--- src/rtl/uatx_params.svh ---
// Register offsets, field positions, reset values and frame bit counts for uatx.
`ifndef UATX_PARAMS_SVH
`define UATX_PARAMS_SVH
`define UATX_AW 3
`define UATX_OFS_TX_STATUS_CONTROL 3'h0
`define UATX_OFS_RX_STATUS_CONTROL 3'h1
`define UATX_OFS_BAUD_LINE_CONTROL 3'h2
`define UATX_OFS_BAUD_DIVIDER_LOW 3'h3
`define UATX_OFS_BAUD_DIVIDER_HIGH 3'h4
`define UATX_OFS_TX_HOLDING_DATA 3'h5
`define UATX_OFS_IRQ_CONTROL 3'h6
`define UATX_TXS_CLK_SRC 7
`define UATX_TXS_NINE 6
`define UATX_TXS_TRANSMIT_ENABLE_BIT 5
`define UATX_TXS_SYNC 4
`define UATX_TXS_BREAK 3
`define UATX_TXS_BAUD_HIGH_SPEED 2
`define UATX_TXS_SHIFT_EMPTY_STATUS 1
`define UATX_TXS_NINTH 0
`define UATX_RXS_SERIAL_PORT_ENABLE 7
`define UATX_BLC_INV 4
`define UATX_BLC_WIDE 3
`define UATX_IRQ_GIE 7
`define UATX_IRQ_PERIPHERAL_IRQ_ENABLE 6
`define UATX_IRQ_TX_IRQ_ENABLE 4
`define UATX_IRQ_FLAG 0
`define UATX_RST_BYTE 8'h00
`define UATX_BITS_EIGHT 4'h8
`define UATX_BITS_NINE 4'h9
`endif

--- src/rtl/uatx_pkg.sv ---
// Types shared by the asynchronous transmitter.
package uatx_pkg;
	typedef enum logic [3:0] {
		UATX_IDLE = 4'b0001,
		UATX_START = 4'b0010,
		UATX_DATA = 4'b0100,
		UATX_STOP = 4'b1000
	} uatx_state_e;
	typedef logic [8:0] uatx_char_t;
endpackage

--- src/rtl/uatx_transmitter.sv ---
// Asynchronous serial transmitter with register port and baud tick input.
// What this block does
// - Transmitter runs only with enable 1, clocked mode 0, port enable 1.
// - Port enable switches the unit on and drives the serial pin.
// - Setting transmit enable sets the buffer-free flag.
// - Holding write when shifter idle moves data to shifter at once.
// - Queued character moves to shifter one cycle after previous stop bit.
// - Start bit reaches the pin one cycle after loading the shifter.
// - Start bit space, data, stop bit mark; line idles at mark.
// - Data bits leave least significant first, one baud period each.
// - Invert bit set inverts whole waveform, idle level included.
// - Inversion applies only in asynchronous mode.
// - Buffer-free flag set when enabled and holding register empty.
// - Buffer-free flag reflects a holding write in the second cycle.
// - Buffer-free flag is read-only; only the enables and holding state drive it.
// - Flag follows holding state regardless of interrupt enable.
// - All three enables and flag set request an interrupt at once.
// - Shift-empty bit read-only, clears on load, sets when shifted out.
// - Shift-empty bit feeds no interrupt source.
// - Nine-bit select sends nine data bits, otherwise eight.
// - Ninth bit from control register copied with low eight together.
//
// Chosen here: the plain strobed port and the register addresses.
`include "uatx_params.svh"
`timescale 1ns/10ps
`default_nettype none
module uatx_transmitter (
	// Clock and reset.
	input wire logic clk,
	input wire logic rst_b,
	// Register port.
	input wire logic [`UATX_AW-1:0] reg_addr,
	input wire logic [7:0] reg_wdata,
	input wire logic reg_wr,
	input wire logic reg_rd,
	output logic [7:0] reg_rdata,
	// Baud generator.
	input wire logic baud_tick,
	output logic [15:0] baud_divisor,
	output logic baud_high_speed,
	output logic baud_wide_counter,
	// Serial line.
	output logic serial_out_pin,
	output logic serial_out_pin_oe,
	// Interrupt request.
	output logic tx_irq_req
);
	logic rst_meta;
	logic rst_n;
	logic nine_bit_select;
	logic transmit_enable_bit;
	logic clocked_mode;
	logic ninth_data_bit;
	logic [1:0] tx_misc;
	logic serial_port_enable;
	logic [3:0] rx_misc;
	logic tx_invert_select;
	logic [1:0] baud_misc;
	logic [7:0] div_low;
	logic [7:0] div_high;
	logic global_irq_enable;
	logic peripheral_irq_enable;
	logic tx_irq_enable;
	logic tx_buffer_free_flag;
	logic hold_full;
	uatx_pkg::uatx_char_t tx_holding_register;
	uatx_pkg::uatx_char_t tx_shift_register;
	uatx_pkg::uatx_state_e state;
	uatx_pkg::uatx_state_e next_state;
	logic [3:0] bit_cnt;
	logic [3:0] frame_bits;
	logic [7:0] next_rdata;
	logic next_pin;

	function automatic logic [3:0] bits_of(input logic nine);
		bits_of = nine ? `UATX_BITS_NINE : `UATX_BITS_EIGHT;
	endfunction

	function automatic logic line_level(input logic raw, input logic inv);
		line_level = raw ^ inv;
	endfunction

	// Reset is released through two flops; assertion stays asynchronous.
	always_ff @(posedge clk or negedge rst_b) begin
		if (!rst_b) begin
			rst_meta <= 1'b0;
			rst_n <= 1'b0;
		end else begin
			rst_meta <= 1'b1;
			rst_n <= rst_meta;
		end
	end

	wire sel_txs = reg_addr == `UATX_OFS_TX_STATUS_CONTROL;
	wire sel_rxs = reg_addr == `UATX_OFS_RX_STATUS_CONTROL;
	wire sel_blc = reg_addr == `UATX_OFS_BAUD_LINE_CONTROL;
	wire sel_dlo = reg_addr == `UATX_OFS_BAUD_DIVIDER_LOW;
	wire sel_dhi = reg_addr == `UATX_OFS_BAUD_DIVIDER_HIGH;
	wire sel_hold = reg_addr == `UATX_OFS_TX_HOLDING_DATA;
	wire sel_irq = reg_addr == `UATX_OFS_IRQ_CONTROL;
	wire wr_txs = reg_wr && sel_txs;
	wire wr_rxs = reg_wr && sel_rxs;
	wire wr_blc = reg_wr && sel_blc;
	wire wr_hold = reg_wr && sel_hold;

	wire st_idle = state == uatx_pkg::UATX_IDLE;
	wire st_start = state == uatx_pkg::UATX_START;
	wire st_data = state == uatx_pkg::UATX_DATA;
	wire st_stop = state == uatx_pkg::UATX_STOP;

	wire tx_active = transmit_enable_bit && !clocked_mode &&
		serial_port_enable;
	wire inv_eff = tx_invert_select && !clocked_mode;
	wire shift_empty_status = st_idle;
	wire direct_load = tx_active && wr_hold && st_idle && !hold_full;
	wire queued_load = tx_active && st_idle && hold_full;
	wire load = direct_load || queued_load;
	wire bit_end = baud_tick;
	wire last_bit = bit_cnt == frame_bits - 4'h1;
	wire [8:0] wr_char = {ninth_data_bit, reg_wdata};

	// Control registers.
	always_ff @(posedge clk or negedge rst_n) begin
		if (!rst_n) begin
			tx_misc <= 2'h0;
			nine_bit_select <= 1'b0;
			transmit_enable_bit <= 1'b0;
			clocked_mode <= 1'b0;
			baud_high_speed <= 1'b0;
			ninth_data_bit <= 1'b0;
		end else if (wr_txs) begin
			tx_misc <= {reg_wdata[`UATX_TXS_CLK_SRC],
				reg_wdata[`UATX_TXS_BREAK]};
			nine_bit_select <= reg_wdata[`UATX_TXS_NINE];
			transmit_enable_bit <= reg_wdata[`UATX_TXS_TRANSMIT_ENABLE_BIT];
			clocked_mode <= reg_wdata[`UATX_TXS_SYNC];
			baud_high_speed <= reg_wdata[`UATX_TXS_BAUD_HIGH_SPEED];
			ninth_data_bit <= reg_wdata[`UATX_TXS_NINTH];
		end
	end

	always_ff @(posedge clk or negedge rst_n) begin
		if (!rst_n) begin
			serial_port_enable <= 1'b0;
			rx_misc <= 4'h0;
		end else if (wr_rxs) begin
			serial_port_enable <= reg_wdata[`UATX_RXS_SERIAL_PORT_ENABLE];
			rx_misc <= reg_wdata[6:3];
		end
	end

	always_ff @(posedge clk or negedge rst_n) begin
		if (!rst_n) begin
			tx_invert_select <= 1'b0;
			baud_wide_counter <= 1'b0;
			baud_misc <= 2'h0;
		end else if (wr_blc) begin
			tx_invert_select <= reg_wdata[`UATX_BLC_INV];
			baud_wide_counter <= reg_wdata[`UATX_BLC_WIDE];
			baud_misc <= reg_wdata[1:0];
		end
	end

	always_ff @(posedge clk or negedge rst_n) begin
		if (!rst_n) begin
			div_low <= `UATX_RST_BYTE;
			div_high <= `UATX_RST_BYTE;
		end else begin
			if (reg_wr && sel_dlo)
				div_low <= reg_wdata;
			if (reg_wr && sel_dhi)
				div_high <= reg_wdata;
		end
	end

	// The flag bit in this register is not writable.
	always_ff @(posedge clk or negedge rst_n) begin
		if (!rst_n) begin
			global_irq_enable <= 1'b0;
			peripheral_irq_enable <= 1'b0;
			tx_irq_enable <= 1'b0;
		end else if (reg_wr && sel_irq) begin
			global_irq_enable <= reg_wdata[`UATX_IRQ_GIE];
			peripheral_irq_enable <= reg_wdata[`UATX_IRQ_PERIPHERAL_IRQ_ENABLE];
			tx_irq_enable <= reg_wdata[`UATX_IRQ_TX_IRQ_ENABLE];
		end
	end

	assign baud_divisor = {div_high, div_low};

	// Holding register: fills when the shifter is busy.
	always_ff @(posedge clk or negedge rst_n) begin
		if (!rst_n) begin
			hold_full <= 1'b0;
			tx_holding_register <= 9'h000;
		end else if (!tx_active) begin
			hold_full <= 1'b0;
		end else if (wr_hold && !direct_load) begin
			hold_full <= 1'b1;
			tx_holding_register <= wr_char;
		end else if (queued_load) begin
			hold_full <= 1'b0;
		end
	end

	// Registered flag gives the one-cycle lag after a holding write.
	always_ff @(posedge clk or negedge rst_n) begin
		if (!rst_n)
			tx_buffer_free_flag <= 1'b0;
		else
			tx_buffer_free_flag <= tx_active &&
				!hold_full;
	end

	assign tx_irq_req = tx_buffer_free_flag && tx_irq_enable &&
		peripheral_irq_enable && global_irq_enable;

	always_comb begin
		next_state = state;
		case (state)
			uatx_pkg::UATX_IDLE: begin
				if (load)
					next_state = uatx_pkg::UATX_START;
			end
			uatx_pkg::UATX_START: begin
				if (bit_end)
					next_state = uatx_pkg::UATX_DATA;
			end
			uatx_pkg::UATX_DATA: begin
				if (bit_end && last_bit)
					next_state = uatx_pkg::UATX_STOP;
			end
			uatx_pkg::UATX_STOP: begin
				if (bit_end)
					next_state = uatx_pkg::UATX_IDLE;
			end
			default: next_state = uatx_pkg::UATX_IDLE;
		endcase
		if (!tx_active)
			next_state = uatx_pkg::UATX_IDLE;
	end

	always_ff @(posedge clk or negedge rst_n) begin
		if (!rst_n)
			state <= uatx_pkg::UATX_IDLE;
		else
			state <= next_state;
	end

	// Shifter and bit counter.
	always_ff @(posedge clk or negedge rst_n) begin
		if (!rst_n) begin
			tx_shift_register <= 9'h000;
			bit_cnt <= 4'h0;
			frame_bits <= `UATX_BITS_EIGHT;
		end else if (!tx_active) begin
			tx_shift_register <= 9'h000;
			bit_cnt <= 4'h0;
		end else if (load) begin
			tx_shift_register <= direct_load ? wr_char :
				tx_holding_register;
			bit_cnt <= 4'h0;
			frame_bits <= bits_of(nine_bit_select);
		end else if (st_data && bit_end) begin
			tx_shift_register <= {1'b0, tx_shift_register[8:1]};
			bit_cnt <= bit_cnt + 4'h1;
		end
	end

	always_comb begin
		next_pin = line_level(1'b1, inv_eff);
		if (st_start)
			next_pin = line_level(1'b0, inv_eff);
		else if (st_data)
			next_pin = line_level(tx_shift_register[0], inv_eff);
	end

	always_ff @(posedge clk or negedge rst_n) begin
		if (!rst_n) begin
			serial_out_pin <= 1'b1;
			serial_out_pin_oe <= 1'b0;
		end else begin
			serial_out_pin <= next_pin;
			serial_out_pin_oe <= serial_port_enable;
		end
	end

	// Read mux; write-only and unmapped offsets read zero.
	always_comb begin
		next_rdata = 8'h00;
		if (sel_txs)
			next_rdata = {tx_misc[1], nine_bit_select, transmit_enable_bit,
				clocked_mode, tx_misc[0], baud_high_speed,
				shift_empty_status, ninth_data_bit};
		else if (sel_rxs)
			next_rdata = {serial_port_enable, rx_misc, 3'h0};
		else if (sel_blc)
			next_rdata = {3'h0, tx_invert_select, baud_wide_counter,
				1'b0, baud_misc};
		else if (sel_dlo)
			next_rdata = div_low;
		else if (sel_dhi)
			next_rdata = div_high;
		else if (sel_irq)
			next_rdata = {global_irq_enable, peripheral_irq_enable, 1'b0,
				tx_irq_enable, 3'h0, tx_buffer_free_flag};
	end

	always_ff @(posedge clk or negedge rst_n) begin
		if (!rst_n)
			reg_rdata <= 8'h00;
		else
			reg_rdata <= reg_rd ? next_rdata : 8'h00;
	end
endmodule
`default_nettype wire

--- config.mk ---
export PLATFORM = sky130hd
export DESIGN_NAME = uatx_transmitter
export DESIGN_NICKNAME = d
export VERILOG_FILES = /design/src/rtl/uatx_pkg.sv /design/src/rtl/uatx_transmitter.sv
export VERILOG_INCLUDE_DIRS = /design/src /design/src/rtl
export SDC_FILE = /design/constraint.sdc
export NUM_CORES = 1
export LEC_CHECK = 0
export ABC_AREA = 1
export BUFFER_PORTS_ARGS = -buffer_cell sky130_fd_sc_hd__buf_4
export CAP_MARGIN = 20
export CORE_ASPECT_RATIO = 1.5
export CORE_MARGIN = 1
export CORE_UTILIZATION = 62
export CTS_CLUSTER_SIZE = 8
export DETAILED_ROUTE_END_ITERATION = 12
export PLACE_DENSITY = 0.89
export SLEW_MARGIN = 10
export SYNTH_ARGS = -nofsm -noshare
export SYNTH_HDL_FRONTEND = slang
export SYNTH_SLANG_ARGS = --single-unit
export TNS_END_PERCENT = 10
--- constraint.sdc ---
create_clock -name clk -period 4 [get_ports clk]
set_clock_uncertainty 0.2 [all_clocks]
set_input_delay 0 -clock clk [delete_from_list [all_inputs] [get_ports clk]]
set_output_delay 0 -clock clk [all_outputs]
set_load 0.02 [all_outputs]
==> results of run 1 <==
## critical path, cell delays in order, from the launching register on
cell	delay [ns]
sky130_fd_sc_hd__dfstp_2	0.55
sky130_fd_sc_hd__nand2_1	0.06
sky130_fd_sc_hd__nor2_2	0.41
sky130_fd_sc_hd__o21ai_0	0.17
sky130_fd_sc_hd__a41oi_1	0.17
sky130_fd_sc_hd__dlygate4sd3_1	0.57
## area by class of cell
| cell class | count | area, µm² |
|---|---|---|
| sequential | 76 | 1910 |
| multi-input combinational | 281 | 1420 |
| fill | 340 | 1150 |
| timing repair buffer | 64 | 526 |
| clock buffer | 12 | 145 |
| inverter | 38 | 143 |
| tap | 70 | 87.6 |
| clock inverter | 4 | 72.6 |
## flip-flops by register name, summed over array words and instances, names as in the netlist, 4 cells and up
signal,flops
tx_shift_register,9
div_high,8
div_low,8
state,4
rx_misc,4
tx_holding_register,9
bit_cnt,4
reg_rdata,8
## power groups by stage
stage | clock network [mW] | logic [mW] | registers [mW]
after floorplan | 0 | 0.138 | 0.994
after global placement | 0 | 0.311 | 0.947
after detailed placement | 0 | 0.321 | 0.950
after CTS | 0.647 | 0.339 | 0.939
after global routing | 0.680 | 0.379 | 0.955
final | 0.651 | 0.349 | 0.947
## metal layers
| layer | global-route usage | up-vias | part of all wire |
|---|---|---|---|
| li1 | - | 1470 | - |
| met1 | 0.396 | 1577 | 0.35 |
| met2 | 0.610 | 183 | 0.52 |
| met3 | 0.0692 | 53 | 0.068 |
| met4 | 0.233 | 0 | 0.055 |
| met5 | 0 | - | 0 |
## worst max path at each step
stage,start,depth (start not counted),to
floorplan,rst_n$_DFF_PN0_,0,baud_high_speed$_DFFE_PN0P_
global placement,state[0]$_DFFE_PN1P_,5,hold_full$_DFFE_PN0P_
detailed placement,state[0]$_DFFE_PN1P_,5,hold_full$_DFFE_PN0P_
CTS,state[0]$_DFFE_PN1P_,5,reg_rdata[1]$_DFF_PN0_
global route,state[0]$_DFFE_PN1P_,5,reg_rdata[1]$_DFF_PN0_
finish,state[0]$_DFFE_PN1P_,5,reg_rdata[1]$_DFF_PN0_
## cells by family (layout without fill, tap and decap cells)
kind of cell	count (synthesis)	in the layout
AO/OA/AOI/OAI	90	90
XOR/XNOR	2	2
other	1	1
AND/OR/NAND/NOR	187	187
buffers and inverters	45	118
flip-flops	76	76
adder cells (fa/ha/maj)	1	1
## cells in the mapped netlist
cell type	instances	area, µm²
sky130_fd_sc_hd__o21ai_0	47	235
sky130_fd_sc_hd__o21ai_2	10	87.6
sky130_fd_sc_hd__o211ai_1	8	60.1
sky130_fd_sc_hd__ha_1	1	12.5
sky130_fd_sc_hd__a21oi_1	15	75.1
sky130_fd_sc_hd__nand2_4	1	11.3
sky130_fd_sc_hd__nand2_1	116	435
sky130_fd_sc_hd__o31ai_1	2	15.0
sky130_fd_sc_hd__buf_6	1	11.3
sky130_fd_sc_hd__nor2_2	2	12.5
sky130_fd_sc_hd__nor3_2	1	10.0
sky130_fd_sc_hd__nor3_4	1	16.3
sky130_fd_sc_hd__clkbuf_1	2	7.51
sky130_fd_sc_hd__nand3_2	2	20.0
sky130_fd_sc_hd__nand4_1	14	87.6
sky130_fd_sc_hd__buf_4	1	7.51
sky130_fd_sc_hd__o211ai_4	1	21.3
sky130_fd_sc_hd__xor2_1	2	17.5
sky130_fd_sc_hd__conb_1	1	3.75
sky130_fd_sc_hd__nand3_1	19	95.1
sky130_fd_sc_hd__inv_1	33	124
sky130_fd_sc_hd__nand3_4	1	17.5
sky130_fd_sc_hd__dfrtp_1	74	1850
sky130_fd_sc_hd__a41oi_1	4	35.0
sky130_fd_sc_hd__dfstp_2	2	52.6
sky130_fd_sc_hd__or2_2	2	12.5
sky130_fd_sc_hd__a31oi_1	1	6.26
sky130_fd_sc_hd__o21ai_1	1	5.00
sky130_fd_sc_hd__a21boi_1	1	7.51
sky130_fd_sc_hd__nand2_2	2	12.5
sky130_fd_sc_hd__nor2_4	1	11.3
sky130_fd_sc_hd__inv_2	5	18.8
sky130_fd_sc_hd__buf_2	3	15.0
sky130_fd_sc_hd__nor2_1	25	93.8
## timing repair
item,in CTS,in global routing
hold buffers,18,0
setup endpoints to repair,0,0
hold endpoints to repair,62,0
## through the flow
step | setup WS [ns] | hold slack [ns] | power, mW | utilization | cell area [µm²]
2_1_floorplan | 1.53 | -0.496 | 1.13 | - | 3510
3_3_place_gp | 2.21 | -0.417 | 1.26 | 0.715 | 3900
3_5_place_dp | 2.12 | -0.416 | 1.27 | 0.715 | 3900
4_1_cts | 1.84 | 0.128 | 1.92 | 0.788 | 4300
5_1_grt | 1.72 | 0.175 | 2.01 | 0.788 | 4300
6_report | 1.80 | 0.112 | 1.95 | 0.788 | 4300
==> results_dict.tcl, run 1 <==
set metrics [dict create \
    start_util 0.643 \
    combinationalPowerShare 0.179 \
    h-tree-depth 3 \
    hold_violations 0 \
    detail-route-antenna-nets 0 \
    vdd.ir_drop.worst_uv 430 \
    design.die.area_mm2 0.00597 \
    critical_path.endpoint_type "register" \
    timing.setup.critical_path_class "register to register" \
    globalRouteTotalUtil 0.355 \
    grt_pass1_vias 3257 \
    number_of_antenna_violations_at_the_first_check_in_global_routing 0 \
    sw_frac_of_total 0.299 \
    seqPwrFrac 0.486 \
    die_height_um 94.1 \
    rrSetupSlack_ns 1.80 \
    worstMarginPinSlew_ns 0.691 \
    drv.max_cap_violation_count 0 \
    layout_commonest_cell "sky130_fd_sc_hd__nand2_1" \
    worstRegToRegCells 5 \
    postRouteWirelength_um 9540 \
    period_share 0.549 \
    synthesized_area_fraction_occupied_by_adder_cells 0.00357 \
    synthesis.yosys.warnings 0 \
    cts-buffers-inserted 9 \
    outcome "complete, no violations" \
    drc 0 \
    p_per_area_mw_per_mm2 453 \
    timing.critical_path.arrival_ns 2.29 \
    post_drt_wl_per_cell_um 17.5 \
    finalSetupViolCount 0 \
    synth-simple-area-share 0.238 \
    yosysUniqueCellTypes 34 \
    fin_cells 545 \
    post_synth.cell_area_avg_um2 8.72 \
    synth_fp_nets 419 \
    ctsRootBufferMaster "sky130_fd_sc_hd__clkbuf_8" \
    period_needed_ns 2.20 \
    p_leak_nw 2.12 \
    gp_routability_congestion 0.946 \
    rsz0062_at_grt "no" \
    largest_net_degree_at_the_start_of_global_routing 33 \
    post_synth_instance_area_mm2 0.00351 \
    worstSetupStartpointType "register" \
    power_switching_mw 0.582 \
    dp.cells 511 \
    antennaDiodeCount 0 \
    io-pin-count 45 \
    ys_ff_latch 76 \
    floorplan.core_area_mm2 0.00545 \
    fmax_ghz 0.455 \
    postCtsSetupBuffers 0 \
    longest_clk_path_bufs 2 \
    detail_route.first_pass.iterations 6 \
    grt_overflow 0 \
    slew_headroom 0.540 \
    postSynthCellCount 402 \
    post_synth_xor_area_fraction 0.00500 \
    tritoncts "built" \
    rows 33 \
    die_w_um 63.4 \
    global_route_wire_length_before_repair_um 15900 \
    drive_gt1_frac 0.194 \
    startpoint_of_the_worst_slack_reg_to_reg_timing_path "state[0]$_DFFE_PN1P_" \
    placement.io_buffers 44 \
    cp_data_required_time_ns 4.09 \
    dpl.hpwl_um 5770 \
    cts_sinks 76 \
    timing_max_transition_violations_final 0 \
    dominant_combinational_cell_family_by_area_after_synthesis "simple AND/OR/NAND/NOR gates" \
    hold_path_class "register to asynchronous set/reset pin" \
    tns_ns 0 \
    internal-power_mw 1.37 \
    synth_sequential_area_ratio 0.543 \
    critPathMaxFanout 10 \
    area_growth_syn_to_layout_pct 22.6 \
    clk_network_pwr_share 0.334 \
    layout_common_cells "sky130_fd_sc_hd__nand2_1 (116), sky130_fd_sc_hd__dfrtp_1 (73), sky130_fd_sc_hd__o21ai_0 (47)" \
    yosys-mux-area-fraction 0 \
    final_net_count 487 \
    route.detailed.vias_per_inst 6.02 \
    route.vias.total 3283 \
    synth-compound-area-share 0.156 \
    reg2reg_to "reg_rdata[1]$_DFF_PN0_" \
    worstSkewPairLatency_ns 0.36 \
    dr.first_iter.drc_count 299 \
    clk_transition_reported_paths_ns 0.08 \
    cts_repair_resize_count 0 \
]
No activity file was read; power rests on OpenSTA's default activity.
==> run 2, diff against run 1 <==
CORE_UTILIZATION = 52   (was 62)
PLACE_DENSITY = 0.8   (was 0.89)
clock period = 1.8 ns   (was 4 ns; I/O delays follow)
==> run 2 against run 1 <==
  * The run now ends with hold timing left
  * Total power is 130% higher
  * Clock-buffer cell count stayed put
  * Register-to-register slack worse by 1.7 ns
  * Sequential power is 120% higher
  * Worst setup slack worse by 1.7 ns
  * Clock power is 130% higher
  * Sequential share of layout area is 2.0 points lower
  * Via count is 2.7% lower
  * Routed wire length is 5.1% lower
  * Final cell count is 4.2% higher
  * First-iteration DRC count is 16% lower
  * Highest routed layer unchanged
==> results_dict.tcl, run 2 (synthesized netlist as in run 1, its figures left out) <==
set metrics [dict create \
    drc 0 \
    p_per_area_mw_per_mm2 984 \
    die_w_um 69.0 \
    worstMarginPinSlew_ns 0.503 \
    critical_path.endpoint_type "register" \
    design.die.area_mm2 0.00708 \
    layout_commonest_cell "sky130_fd_sc_hd__nand2_1" \
    outcome "finished, violations left" \
    worstRegToRegCells 8 \
    floorplan.core_area_mm2 0.00649 \
    dr.first_iter.drc_count 250 \
    critPathMaxFanout 19 \
    layout_common_cells "sky130_fd_sc_hd__nand2_1 (116), sky130_fd_sc_hd__dfrtp_1 (73), sky130_fd_sc_hd__buf_4 (60)" \
    area_growth_syn_to_layout_pct 28.3 \
    placement.cell_area_mm2 0.00400 \
    antennaDiodeCount 0 \
    vdd.ir_drop.worst_uv 941 \
    number_of_antenna_violations_at_the_first_check_in_global_routing 0 \
    hold_path_class "input pin to register" \
    global_route_wire_length_before_repair_um 14700 \
    slew_headroom 0.664 \
    worstSkewPairLatency_ns 0.36 \
    gp_routability_congestion 0.908 \
    cts_sinks 76 \
    tritoncts "built" \
    preCtsSetupSlack_ns 0.0732 \
    largest_net_degree_at_the_start_of_global_routing 75 \
    h-tree-depth 3 \
    period_share 0.949 \
    placement.io_buffers 44 \
    dp.cells 526 \
    longest_clk_path_bufs 2 \
    reg.largest.list "tx_holding_register (9), tx_shift_register (9)" \
    start_util 0.541 \
    p_leak_nw 2.23 \
    io-pin-count 45 \
    final_net_count 504 \
    dpl.hpwl_um 5960 \
    rows 36 \
    post_drt_wl_per_cell_um 15.9 \
    clk_transition_reported_paths_ns 0.08 \
    postRouteWirelength_um 9060 \
    hold_depth 6 \
    drv.max_cap_violation_count 0 \
    timing.critical_path.arrival_ns 1.80 \
    finalSetupViolCount 0 \
    violations "hold timing" \
    cts-buffers-inserted 9 \
    grt_pass1_vias 3098 \
    detail-route-antenna-nets 0 \
    globalRouteTotalUtil 0.269 \
    fmax_ghz 0.585 \
    cp_data_required_time_ns 1.90 \
    period_needed_ns 1.71 \
    drive_gt1_frac 0.228 \
    fin_worst_hold_slack_ns -0.0290 \
    route.vias.total 3195 \
    post-route-cell-area_mm2 0.00450 \
    route.detailed.vias_per_inst 5.63 \
    timing_max_transition_violations_final 0 \
    setup_slack_ns 0.0917 \
    worstSetupStartpointType "register" \
    detail_route.first_pass.iterations 5 \
    fin_cells 568 \
    timing.setup.critical_path_class "register to register" \
    die_height_um 103 \
    grt_overflow 0 \
    ctsRootBufferMaster "sky130_fd_sc_hd__clkbuf_8" \
    hold_violations 2 \
]
==> run 2: cell type report <==
type	instances	area (µm²)
Clock buffer	12	165
Clock inverter	4	70.1
Fill cell	507	1990
Inverter	38	145
Multi-Input combinational cell	281	1440
Sequential cell	76	1910
Tap cell	76	95.1
Timing Repair Buffer	81	681
==> run 2: timing repair <==
action | 4_1_cts | 5_1_grt
endpoints found under the setup margin | 0 | 10
hold endpoints to repair | 61 | 2
hold buffers | 20 | 2
resized for setup | 0 | 5
setup buffers | 0 | 7
==> run 2: worst max-delay path, cell delays in order (launching register included) <==
cell,delay (ns)
sky130_fd_sc_hd__dfstp_2,0.54
sky130_fd_sc_hd__inv_1,0.05
sky130_fd_sc_hd__nor2_1,0.08
sky130_fd_sc_hd__nand2_1,0.10
sky130_fd_sc_hd__buf_4,0.16
sky130_fd_sc_hd__o211ai_4,0.17
sky130_fd_sc_hd__buf_12,0.18
sky130_fd_sc_hd__nand2_1,0.08
sky130_fd_sc_hd__o21ai_2,0.06
==> run 2: report_power, final <==
part	total [mW]	switching, mW	internal [mW]	leakage [nW]
clock network	1.52	0.633	0.890	0.122
logic	0.824	0.487	0.338	1.12
registers	2.08	0.165	1.92	0.993
total	4.43	1.28	3.14	2.23
==> run 2: final timing paths <==
path | end | slack (ns) | startpoint
setup / recovery | tx_holding_register[5]$_DFFE_PN0P_ | 0.09 | state[0]$_DFFE_PN1P_
hold / removal | reg_rdata[7]$_DFF_PN0_ | -0.03 | reg_addr[0]
setup reg to reg | tx_holding_register[5]$_DFFE_PN0P_ | 0.09 | state[0]$_DFFE_PN1P_
hold reg to reg | div_low[1]$_DFFE_PN0P_ | 0.10 | rst_n$_DFF_PN0_
max in group asynchronous | serial_out_pin$_DFF_PN1_ | 0.96 | rst_n$_DFF_PN0_
min in group asynchronous | div_low[1]$_DFFE_PN0P_ | 0.10 | rst_n$_DFF_PN0_
==> run 2: per-stage QoR <==
stage                     hold WS (ns)  total power, mW  utilization  TNS [ns]
after detailed placement        -0.414             2.87        0.617         0
after CTS                       0.0164             4.41        0.684         0
after global placement          -0.417             2.84        0.617         0
final                          -0.0290             4.43        0.694         0
after global routing            0.0199             4.60        0.694   -0.0159
after floorplan                 -0.496             2.52            -         0
==> run 2: routing by layer <==
layer / track usage / part of all wire / vias up
met4: 0.173 / 0.036 / 0
met5: 0 / 0 / -
li1: - / - / 1511
met1: 0.301 / 0.38 / 1541
met2: 0.479 / 0.54 / 112
met3: 0.0450 / 0.049 / 31
